$ cat src/pkg/period_timer_defs.vh
/*
 * Constants for the 8-bit period timer: register offsets, field positions,
 * reset values and clock ratios.
 * Assumes inclusion by bare name from the timer module only.
 */
`ifndef PERIOD_TIMER_DEFS_VH
`define PERIOD_TIMER_DEFS_VH

// Register indices as printed; byte address is four times the index
`define IDX_INTERRUPT_CONTROL 8'h0b
`define IDX_PERIPHERAL_FLAGS 8'h0c
`define IDX_TIMER_COUNT 8'h11
`define IDX_TIMER_CONTROL 8'h12
`define IDX_PERIPHERAL_IRQ_ENABLES 8'h8c
`define IDX_PERIOD_VALUE 8'h92
`define IDX_IRQ_STATUS 8'hc0
`define IDX_IRQ_CLEAR 8'hc1
`define IDX_IRQ_ENABLE 8'hc2

// Timer control fields
`define CTL_PRESCALE_LSB 0
`define CTL_RUN_BIT 2
`define CTL_POSTSCALE_LSB 3
`define CTL_WRITE_MASK 8'h7f

// Flag and enable bit positions
`define FLAG_PERIOD_MATCH_BIT 1
`define INTCTL_GLOBAL_BIT 7
`define INTCTL_PERIPH_BIT 6
`define PERIPH_FLAGS_MASK 8'hf7

// Reset values
`define RST_TIMER_COUNT 8'h00
`define RST_TIMER_CONTROL 8'h00
`define RST_PERIOD_VALUE 8'hff
`define RST_FLAGS 8'h00

// Instruction clock is the system clock divided by four
`define INSTR_CLK_DIV 2'h3
`define PRESCALE_4_LAST 4'h3
`define PRESCALE_16_LAST 4'hf

// Sticky status events: bit 0 period match, bit 1 postscaled match
`define EVT_WIDTH 2

`endif

$ cat src/rtl/period_timer.v
/*
 * Eight-bit periodic timer with prescaler, period match and postscaler,
 * reached over an AXI4-Lite slave.
 * Assumes one 250 MHz clock, an asynchronous active-low reset and a master
 * that keeps AXI4-Lite handshake rules.
 */
`timescale 1ns/100ps
`include "period_timer_defs.vh"

// Programming model in brief:
// Each register is one aligned 32-bit word whose low byte holds the value.
// Upper bits of every word read back as zero and are ignored on write.
// Only byte lane 0 of the write strobe matters; other lanes are dropped.
// A write to a mapped word whose lane 0 strobe is low is answered OKAY and changes nothing.
// Unmapped words answer SLVERR; writes there are dropped, reads give zero.
// The counter only moves while the run bit is set.
// Writing the counter or control word restarts both scalers from zero.
// Writing the period value does not touch the scalers or the counter.
// Software should stop the timer before lowering the period below the
// current count; otherwise the counter climbs to FFh and wraps first.
// The match pulse and counter copy lag the internal counter by one cycle.
// Downstream users must allow for that lag when comparing duty values.
// Flags are sticky: hardware sets them, software clears them, and a set
// in the same cycle as a clear is kept, so no event is ever lost.

module period_timer #(
	parameter ADDR_WIDTH = 12
) (
	input wire clk_sys_in,
	input wire rst_n_in,
	input wire [ADDR_WIDTH-1:0] s_axi_awaddr,
	input wire s_axi_awvalid,
	output reg s_axi_awready,
	input wire [31:0] s_axi_wdata,
	input wire [3:0] s_axi_wstrb,
	input wire s_axi_wvalid,
	output reg s_axi_wready,
	output reg [1:0] s_axi_bresp,
	output reg s_axi_bvalid,
	input wire s_axi_bready,
	input wire [ADDR_WIDTH-1:0] s_axi_araddr,
	input wire s_axi_arvalid,
	output reg s_axi_arready,
	output reg [31:0] s_axi_rdata,
	output reg [1:0] s_axi_rresp,
	output reg s_axi_rvalid,
	input wire s_axi_rready,
	output reg match_pulse_out,
	output reg [7:0] timer_count_out,
	output reg periph_irq_out,
	output reg irq_out
);

	// Register state
	reg [7:0] timer_count;
	reg [7:0] period_value;
	reg [6:0] timer_control;
	reg [7:0] peripheral_flags;
	reg [7:0] peripheral_irq_enables;
	reg [7:0] interrupt_control;
	reg [`EVT_WIDTH-1:0] irq_status;
	reg [`EVT_WIDTH-1:0] irq_enable;
	reg [1:0] instr_div;
	reg [3:0] prescale_cnt;
	reg [3:0] postscale_cnt;

	// Bus capture
	reg [ADDR_WIDTH-1:0] wr_addr;
	reg wr_addr_held;
	reg [31:0] wr_data;
	reg [3:0] wr_strb;
	reg wr_data_held;

	wire instr_tick;
	wire [3:0] prescale_last;
	wire count_step;
	wire period_hit;
	wire post_hit;
	wire wr_go;
	wire wr_lane0;
	wire wr_count;
	wire wr_control;
	wire wr_period;
	wire wr_flags;
	wire wr_pie;
	wire wr_intctl;
	wire wr_irq_clear;
	wire wr_irq_enable;
	wire wr_mapped;
	wire [`EVT_WIDTH-1:0] evt;
	wire [7:0] next_flags;
	wire [`EVT_WIDTH-1:0] next_irq_status;
	reg [31:0] rd_value;
	reg rd_ok;

	// Word index decode from a byte address, used by both channels
	function [7:0] word_index;
		input [ADDR_WIDTH-1:0] addr;
		begin
			word_index = addr[9:2];
		end
	endfunction

	// Prescale terminal count from control bits 1:0
	function [3:0] prescale_limit;
		input [1:0] sel;
		begin
			if (sel[1]) begin
				prescale_limit = `PRESCALE_16_LAST;
			end else if (sel[0]) begin
				prescale_limit = `PRESCALE_4_LAST;
			end else begin
				prescale_limit = 4'h0;
			end
		end
	endfunction

	// Quarter-rate instruction clock enable
	assign instr_tick = (instr_div == `INSTR_CLK_DIV);
	assign prescale_last = prescale_limit(timer_control[`CTL_PRESCALE_LSB +: 2]);
	assign count_step = timer_control[`CTL_RUN_BIT] && instr_tick &&
		(prescale_cnt == prescale_last);
	assign period_hit = count_step && (timer_count == period_value);
	assign post_hit = period_hit &&
		(postscale_cnt == timer_control[`CTL_POSTSCALE_LSB +: 4]);

	// Write decode, performed once address and data are both held
	assign wr_go = wr_addr_held && wr_data_held && !s_axi_bvalid;
	assign wr_lane0 = wr_go && wr_strb[0];
	assign wr_count = wr_lane0 && (word_index(wr_addr) == `IDX_TIMER_COUNT);
	assign wr_control = wr_lane0 && (word_index(wr_addr) == `IDX_TIMER_CONTROL);
	assign wr_period = wr_lane0 && (word_index(wr_addr) == `IDX_PERIOD_VALUE);
	assign wr_flags = wr_lane0 && (word_index(wr_addr) == `IDX_PERIPHERAL_FLAGS);
	assign wr_pie = wr_lane0 && (word_index(wr_addr) == `IDX_PERIPHERAL_IRQ_ENABLES);
	assign wr_intctl = wr_lane0 && (word_index(wr_addr) == `IDX_INTERRUPT_CONTROL);
	assign wr_irq_clear = wr_lane0 && (word_index(wr_addr) == `IDX_IRQ_CLEAR);
	assign wr_irq_enable = wr_lane0 && (word_index(wr_addr) == `IDX_IRQ_ENABLE);
	assign wr_mapped = (word_index(wr_addr) == `IDX_TIMER_COUNT) ||
		(word_index(wr_addr) == `IDX_TIMER_CONTROL) ||
		(word_index(wr_addr) == `IDX_PERIOD_VALUE) ||
		(word_index(wr_addr) == `IDX_PERIPHERAL_FLAGS) ||
		(word_index(wr_addr) == `IDX_PERIPHERAL_IRQ_ENABLES) ||
		(word_index(wr_addr) == `IDX_INTERRUPT_CONTROL) ||
		(word_index(wr_addr) == `IDX_IRQ_CLEAR) ||
		(word_index(wr_addr) == `IDX_IRQ_ENABLE) ||
		(word_index(wr_addr) == `IDX_IRQ_STATUS);

	// Flag register: software write, then hardware set wins
	assign next_flags = (wr_flags ? (wr_data[7:0] & `PERIPH_FLAGS_MASK) : peripheral_flags) |
		({7'h00, post_hit} << `FLAG_PERIOD_MATCH_BIT);
	assign evt = {post_hit, period_hit};
	assign next_irq_status = (irq_status & ~(wr_irq_clear ? wr_data[`EVT_WIDTH-1:0] :
		{`EVT_WIDTH{1'b0}})) | evt;

	// The divider makes a one-cycle enable every fourth system clock.
	// It is never cleared by bus writes, so a restart of the scalers may
	// land anywhere within the current quarter period.
	// That costs up to three cycles of phase on the first step after a
	// counter or control write; the trade keeps one divider for all users.
	// Instruction clock divider, free running
	always @(posedge clk_sys_in or negedge rst_n_in) begin
		if (!rst_n_in) begin
			instr_div <= 2'h0;
		end else begin
			instr_div <= instr_div + 2'h1;
		end
	end

	// The prescaler advances only on quarter ticks while running; the control
	// write that stops the timer also clears its partial prescale count.
	// The postscaler advances once per period match and clears on its own
	// terminal count, which also raises the postscaled event.
	// A counter or control write in the same cycle as a match wins: the scalers clear and
	// the match still counts toward the flag through its own path.
	// Prescaler and postscaler, cleared by count or control writes
	always @(posedge clk_sys_in or negedge rst_n_in) begin
		if (!rst_n_in) begin
			prescale_cnt <= 4'h0;
			postscale_cnt <= 4'h0;
		end else if (wr_count || wr_control) begin
			prescale_cnt <= 4'h0;
			postscale_cnt <= 4'h0;
		end else begin
			if (timer_control[`CTL_RUN_BIT] && instr_tick) begin
				if (prescale_cnt == prescale_last) begin
					prescale_cnt <= 4'h0;
				end else begin
					prescale_cnt <= prescale_cnt + 4'h1;
				end
			end
			if (post_hit) begin
				postscale_cnt <= 4'h0;
			end else if (period_hit) begin
				postscale_cnt <= postscale_cnt + 4'h1;
			end
		end
	end

	// A software counter write takes priority over a wrap or a step in the
	// same cycle, so the written value is what software reads back.
	// The wrap happens on the step at which the counter equals the period,
	// giving a period of the register value plus one steps.
	// A period of zero therefore makes a match on every counter step.
	// Control bit 7 has no storage and always reads back as zero.
	// Counter, period and control registers
	always @(posedge clk_sys_in or negedge rst_n_in) begin
		if (!rst_n_in) begin
			timer_count <= `RST_TIMER_COUNT;
			period_value <= `RST_PERIOD_VALUE;
			timer_control <= 7'h00;
		end else begin
			if (wr_count) begin
				timer_count <= wr_data[7:0];
			end else if (period_hit) begin
				timer_count <= 8'h00;
			end else if (count_step) begin
				timer_count <= timer_count + 8'h01;
			end
			if (wr_period) begin
				period_value <= wr_data[7:0];
			end
			if (wr_control) begin
				timer_control <= wr_data[6:0];
			end
		end
	end

	// Two interrupt paths exist side by side.
	// The peripheral path follows the flag, its enable and the two global
	// enables, and needs software to clear the flag.
	// The sticky status path records raw and postscaled matches; a write of
	// ones to the clear word drops those bits unless an event arrives then.
	// Interrupt flags and enables
	always @(posedge clk_sys_in or negedge rst_n_in) begin
		if (!rst_n_in) begin
			peripheral_flags <= `RST_FLAGS;
			peripheral_irq_enables <= `RST_FLAGS;
			interrupt_control <= `RST_FLAGS;
			irq_status <= {`EVT_WIDTH{1'b0}};
			irq_enable <= {`EVT_WIDTH{1'b0}};
		end else begin
			peripheral_flags <= next_flags;
			irq_status <= next_irq_status;
			if (wr_pie) begin
				peripheral_irq_enables <= wr_data[7:0] & `PERIPH_FLAGS_MASK;
			end
			if (wr_intctl) begin
				interrupt_control <= wr_data[7:0];
			end
			if (wr_irq_enable) begin
				irq_enable <= wr_data[`EVT_WIDTH-1:0];
			end
		end
	end

	// Registered side outputs for the serial port, PWM unit and interrupt lines
	always @(posedge clk_sys_in or negedge rst_n_in) begin
		if (!rst_n_in) begin
			match_pulse_out <= 1'b0;
			timer_count_out <= 8'h00;
			periph_irq_out <= 1'b0;
			irq_out <= 1'b0;
		end else begin
			match_pulse_out <= period_hit;
			timer_count_out <= timer_count;
			periph_irq_out <= interrupt_control[`INTCTL_GLOBAL_BIT] &&
				interrupt_control[`INTCTL_PERIPH_BIT] &&
				|(next_flags & peripheral_irq_enables);
			irq_out <= |(next_irq_status & irq_enable);
		end
	end

	// Address and data ready are one-cycle pulses, raised the cycle after
	// their valid is seen and never while a word is already held.
	// The register update and the response both happen the cycle after the
	// later of the two is taken; held words are released on the response
	// handshake, so only one write is ever in flight.
	// Write channels: take address and data in either order, answer after both
	always @(posedge clk_sys_in or negedge rst_n_in) begin
		if (!rst_n_in) begin
			s_axi_awready <= 1'b0;
			s_axi_wready <= 1'b0;
			s_axi_bvalid <= 1'b0;
			s_axi_bresp <= 2'h0;
			wr_addr <= {ADDR_WIDTH{1'b0}};
			wr_addr_held <= 1'b0;
			wr_data <= 32'h0000_0000;
			wr_strb <= 4'h0;
			wr_data_held <= 1'b0;
		end else begin
			s_axi_awready <= !wr_addr_held && !s_axi_awready && s_axi_awvalid;
			s_axi_wready <= !wr_data_held && !s_axi_wready && s_axi_wvalid;
			if (s_axi_awvalid && s_axi_awready) begin
				wr_addr <= s_axi_awaddr;
				wr_addr_held <= 1'b1;
			end
			if (s_axi_wvalid && s_axi_wready) begin
				wr_data <= s_axi_wdata;
				wr_strb <= s_axi_wstrb;
				wr_data_held <= 1'b1;
			end
			if (wr_go) begin
				s_axi_bvalid <= 1'b1;
				s_axi_bresp <= wr_mapped ? 2'h0 : 2'h2;
			end else if (s_axi_bvalid && s_axi_bready) begin
				s_axi_bvalid <= 1'b0;
				wr_addr_held <= 1'b0;
				wr_data_held <= 1'b0;
			end
		end
	end

	// Read mux
	always @* begin
		rd_value = 32'h0000_0000;
		rd_ok = 1'b1;
		case (word_index(s_axi_araddr))
			`IDX_TIMER_COUNT: rd_value[7:0] = timer_count;
			`IDX_TIMER_CONTROL: rd_value[7:0] = {1'b0, timer_control};
			`IDX_PERIOD_VALUE: rd_value[7:0] = period_value;
			`IDX_PERIPHERAL_FLAGS: rd_value[7:0] = peripheral_flags;
			`IDX_PERIPHERAL_IRQ_ENABLES: rd_value[7:0] = peripheral_irq_enables;
			`IDX_INTERRUPT_CONTROL: rd_value[7:0] = interrupt_control;
			`IDX_IRQ_STATUS: rd_value[`EVT_WIDTH-1:0] = irq_status;
			`IDX_IRQ_ENABLE: rd_value[`EVT_WIDTH-1:0] = irq_enable;
			`IDX_IRQ_CLEAR: rd_value = 32'h0000_0000;
			default: rd_ok = 1'b0;
		endcase
	end

	// The read address is decoded while it is offered and the data word is
	// latched at the accepting edge, so the response never changes while
	// it waits for the master to take it.
	// No new read is accepted while a response is still pending.
	// Read channel: one cycle to accept, data the next cycle
	always @(posedge clk_sys_in or negedge rst_n_in) begin
		if (!rst_n_in) begin
			s_axi_arready <= 1'b0;
			s_axi_rvalid <= 1'b0;
			s_axi_rdata <= 32'h0000_0000;
			s_axi_rresp <= 2'h0;
		end else begin
			s_axi_arready <= !s_axi_arready && !s_axi_rvalid && s_axi_arvalid;
			if (s_axi_arvalid && s_axi_arready) begin
				s_axi_rvalid <= 1'b1;
				s_axi_rdata <= rd_value;
				s_axi_rresp <= rd_ok ? 2'h0 : 2'h2;
			end else if (s_axi_rvalid && s_axi_rready) begin
				s_axi_rvalid <= 1'b0;
			end
		end
	end

endmodule

$ cat config.mk
export PLATFORM = sky130hd
export DESIGN_NAME = period_timer
export DESIGN_NICKNAME = d
export VERILOG_FILES = /design/src/rtl/period_timer.v
export VERILOG_INCLUDE_DIRS = /design/src /design/src/pkg
export SDC_FILE = /design/constraint.sdc
export NUM_CORES = 1
export LEC_CHECK = 0
export BUFFER_PORTS_ARGS = -buffer_cell sky130_fd_sc_hd__buf_2
export CAP_MARGIN = 20
export CORE_AREA = 5 5 117 119
export CTS_BUF_LIST = sky130_fd_sc_hd__clkbuf_8
export CTS_CLUSTER_SIZE = 12
export DETAILED_ROUTE_END_ITERATION = 6
export DIE_AREA = 0 0 122 124
export PLACE_DENSITY = 0.7
export SYNTH_ARGS = -nofsm -noshare
export SYNTH_HDL_FRONTEND = slang
export SYNTH_SLANG_ARGS = --single-unit
$ cat constraint.sdc
create_clock -name clk_sys_in -period 2.1 [get_ports clk_sys_in]
set_input_delay 0.21 -clock clk_sys_in [delete_from_list [all_inputs] [get_ports clk_sys_in]]
set_output_delay 0.21 -clock clk_sys_in [all_outputs]
set_load 0.01 [all_outputs]
==> results_dict.tcl <==
set metrics [dict create \
    status "finished clean" \
    multi_input_area_mm2 0.002307 \
    root_buffer "clkbuf_8" \
    hold_path.class "in2reg" \
    leakagePower_uw 0.003020 \
    grt_max_degree 57 \
    clk_latency_ns 0.38 \
    drt_pre_antenna_iters 6 \
    drcViolationCount 0 \
    startpoint_type "flip-flop" \
    syn_avg_cell_area_um2 11.54 \
    grt_remaining_overflow 0 \
    antenna_found_initial 0 \
    cp_slowest_cell "or4_4" \
    async_reset_ff_frac 1.000 \
    fin_cells 722 \
    regArea_mm2 0.002614 \
    critPathMaxFanout 4 \
    grt_pass1_vias 3681 \
    wl_met3_um 752 \
    cp-end-kind "flip-flop" \
    finalSetupViolCount 0 \
    via_per_inst 5.181 \
    fin_nets 616 \
    core_mm2 0.01247 \
    dpl.hpwl_mm 8.972 \
    p_per_area_mw_per_mm2 976.3 \
    hold_path_startpoint "s_axi_bready" \
    reg2reg_setup_slack_ns 0.07 \
    h-tree-depth 3 \
    stdcell_area_mm2 0.006093 \
    fillers 1146 \
    wl_per_cell_um 16.34 \
    report.final.slew_viol_count 0 \
    track_usage 0.1613 \
    crit_required_ns 2.40 \
    slowest_delay_ns 0.50 \
    yosysSeqAreaShare 0.5124 \
    cp_data_arrival_time_ns 2.33 \
    clock-sinks 104 \
    yosysTopAreaCell "dfrtp_1" \
    wl_met2_mm 5.814 \
    syn_area_mm2 0.005099 \
    place_area_mm2 0.005801 \
    cts_tree "built" \
    synth_common_cells "dfrtp_1, mux2_2, buf_4, nand2_1, a21oi_1" \
    cp_num_buf_inv 0 \
    vdd.ir_drop.worst_uv 761.2 \
    synth_top_area_frac 0.4712 \
    clk_pin_slew_worst_paths_ns 0.10 \
    wl_mm 11.79 \
    cts_max_path_buffers 2 \
    synth_most_common_cell "dfrtp_1" \
    synth_ff_type "dfrtp_1" \
    drt-initial-drc-count 214 \
    finClkSkew_ns 0.01275 \
    utilization 0.4888 \
    dp_cells 702 \
    syn-instance-count 442 \
    rr_startpoint "prescale_cnt[0]" \
    ys_warn_count 0 \
    tightest_slew_ns 0.5376 \
    relSlewSlack 0.6407 \
    antenna_cells 0 \
    crit_start "prescale_cnt[0]" \
    dieArea_mm2 0.01513 \
    cts_buffers 9 \
    critPathKind "reg2reg" \
    drive_gt1_frac 0.3473 \
    placementRows 41 \
    synthDistinctLibCells 61 \
    gp_congestion 0.8347 \
    vias 3741 \
    holdWs_ns 0.03044 \
    critPathTopFamily "simple AND/OR/NAND/NOR gates" \
    grt_pass1_wl_mm 18.93 \
    max-cap-violations 0 \
    wl_met1_mm 5.005 \
    setup-tns-final_ns 0 \
    max_freq_mhz 493.3 \
    ioPinCount 119 \
    final_antenna_net_count 0 \
    initial_core_util 0.4090 \
    synth_area_leaders "dfrtp_1, mux2_2, dfstp_2" \
    die_x_um 122 \
    syn2layout_area_growth_pct 19.51 \
    highest_layer "met4" \
    synth_edf_count 0 \
    io_buffers 57 \
    min_period_ns 2.027 \
    min_period_over_period 0.9654 \
    hold_viol 0 \
    dieHeight_um 124 \
    synth.ff_latch_count 104 \
    rsz0062_at_grt "no" \
    cp_cell_sequence "or3_4, a211oi_4, o211ai_4, or4_4, a21oi_2" \
]
==> layout make-up <==
cell class,count,share of cell area
flip-flops and latches,104,0.4290
multi-input cells,317,0.3786
repair buffers,107,0.1117
well taps,172,0.03532
clock buffers,11,0.02485
clock inverters,5,0.01684
inverters,6,0.003696
==> final timing paths <==
check                              endpoint  depth (start not counted)
min in group asynchronous   prescale_cnt[2]                          2
max in group asynchronous   period_value[4]                          3
max                        postscale_cnt[3]                          5
min reg2reg                    instr_div[0]                          1
min                            wr_addr_held                          2
max reg2reg                postscale_cnt[3]                          5
==> routing by layer <==
layer / up-vias / global-route usage
met2: 115 / 0.2759
met4: 0 / 0.05252
met5: - / 0
li1: 1771 / -
met1: 1840 / 0.2012
met3: 15 / 0.04042
==> through the flow <==
step,setup WS [ns],total power (uW)
after global placement,0.09868,4371
final,0.07267,5949
after floorplan,0.1197,3619
after global routing,0.002777,6282
after detailed placement,0.03917,4432
after CTS,0.02273,5990
==> report_power, final <==
part	internal, uW	switching [uW]
combinational	816	908
clock	857	687
sequential	2360	318
total	4040	1910
==> cells in the final DEF (no fill, tap or decap), drive strengths merged, types with 4 or more instances in the layout <==
master / n
a22oi: 5
xor2: 13
inv: 8
o21ai: 21
nor2b: 7
dfrtp: 96
buf: 105
nor3: 10
dfstp: 8
nor4b: 4
a21oi: 24
nor2: 22
conb: 26
a221oi: 8
nand2: 26
clkbuf: 11
o22ai: 5
nor4: 5
nor3b: 6
mux2i: 17
ha: 4
nand3: 12
mux2: 56
==> cell families after synthesis <==
| group | synth area share |
|---|---|
| simple gates | 0.1340 |
| buf+inv | 0.05399 |
| flops | 0.5124 |
| mux | 0.1571 |
| xor+xnor | 0.02405 |
| other cells | 0.0007355 |
| fa+ha+maj | 0.009816 |
| compound gates | 0.1080 |
==> registers in the layout, summed over array words and instances (netlist names), 2 cells and up <==
register / flops
timer_count: 8
prescale_cnt: 4
timer_count_out: 8
peripheral_irq_enables: 7
timer_control: 7
postscale_cnt: 4
irq_status: 2
wr_addr: 8
peripheral_flags: 7
wr_data: 8
irq_enable: 2
s_axi_rdata: 8
interrupt_control: 8
period_value: 8
instr_div: 2
==> repair_timing <==
| action | CTS | global route |
|---|---|---|
| hold endpoints to repair | 28 | 0 |
| hold buffers | 2 | 0 |
| cloned | 0 | 0 |
| endpoints found under the setup margin | 1 | 1 |
| pin swaps | 0 | 5 |
| resized for setup | 1 | 1 |
| buffers inserted | 0 | 2 |
==> worst register-to-register path: cells and delay by family (launching register included) <==
kind               cells  cell delay (ns)
AOI/OAI and AO/OA      3             0.63
DFF                    1             0.42
and+or+nand+nor        2             0.92
No activity file was read; power rests on OpenSTA's default activity.
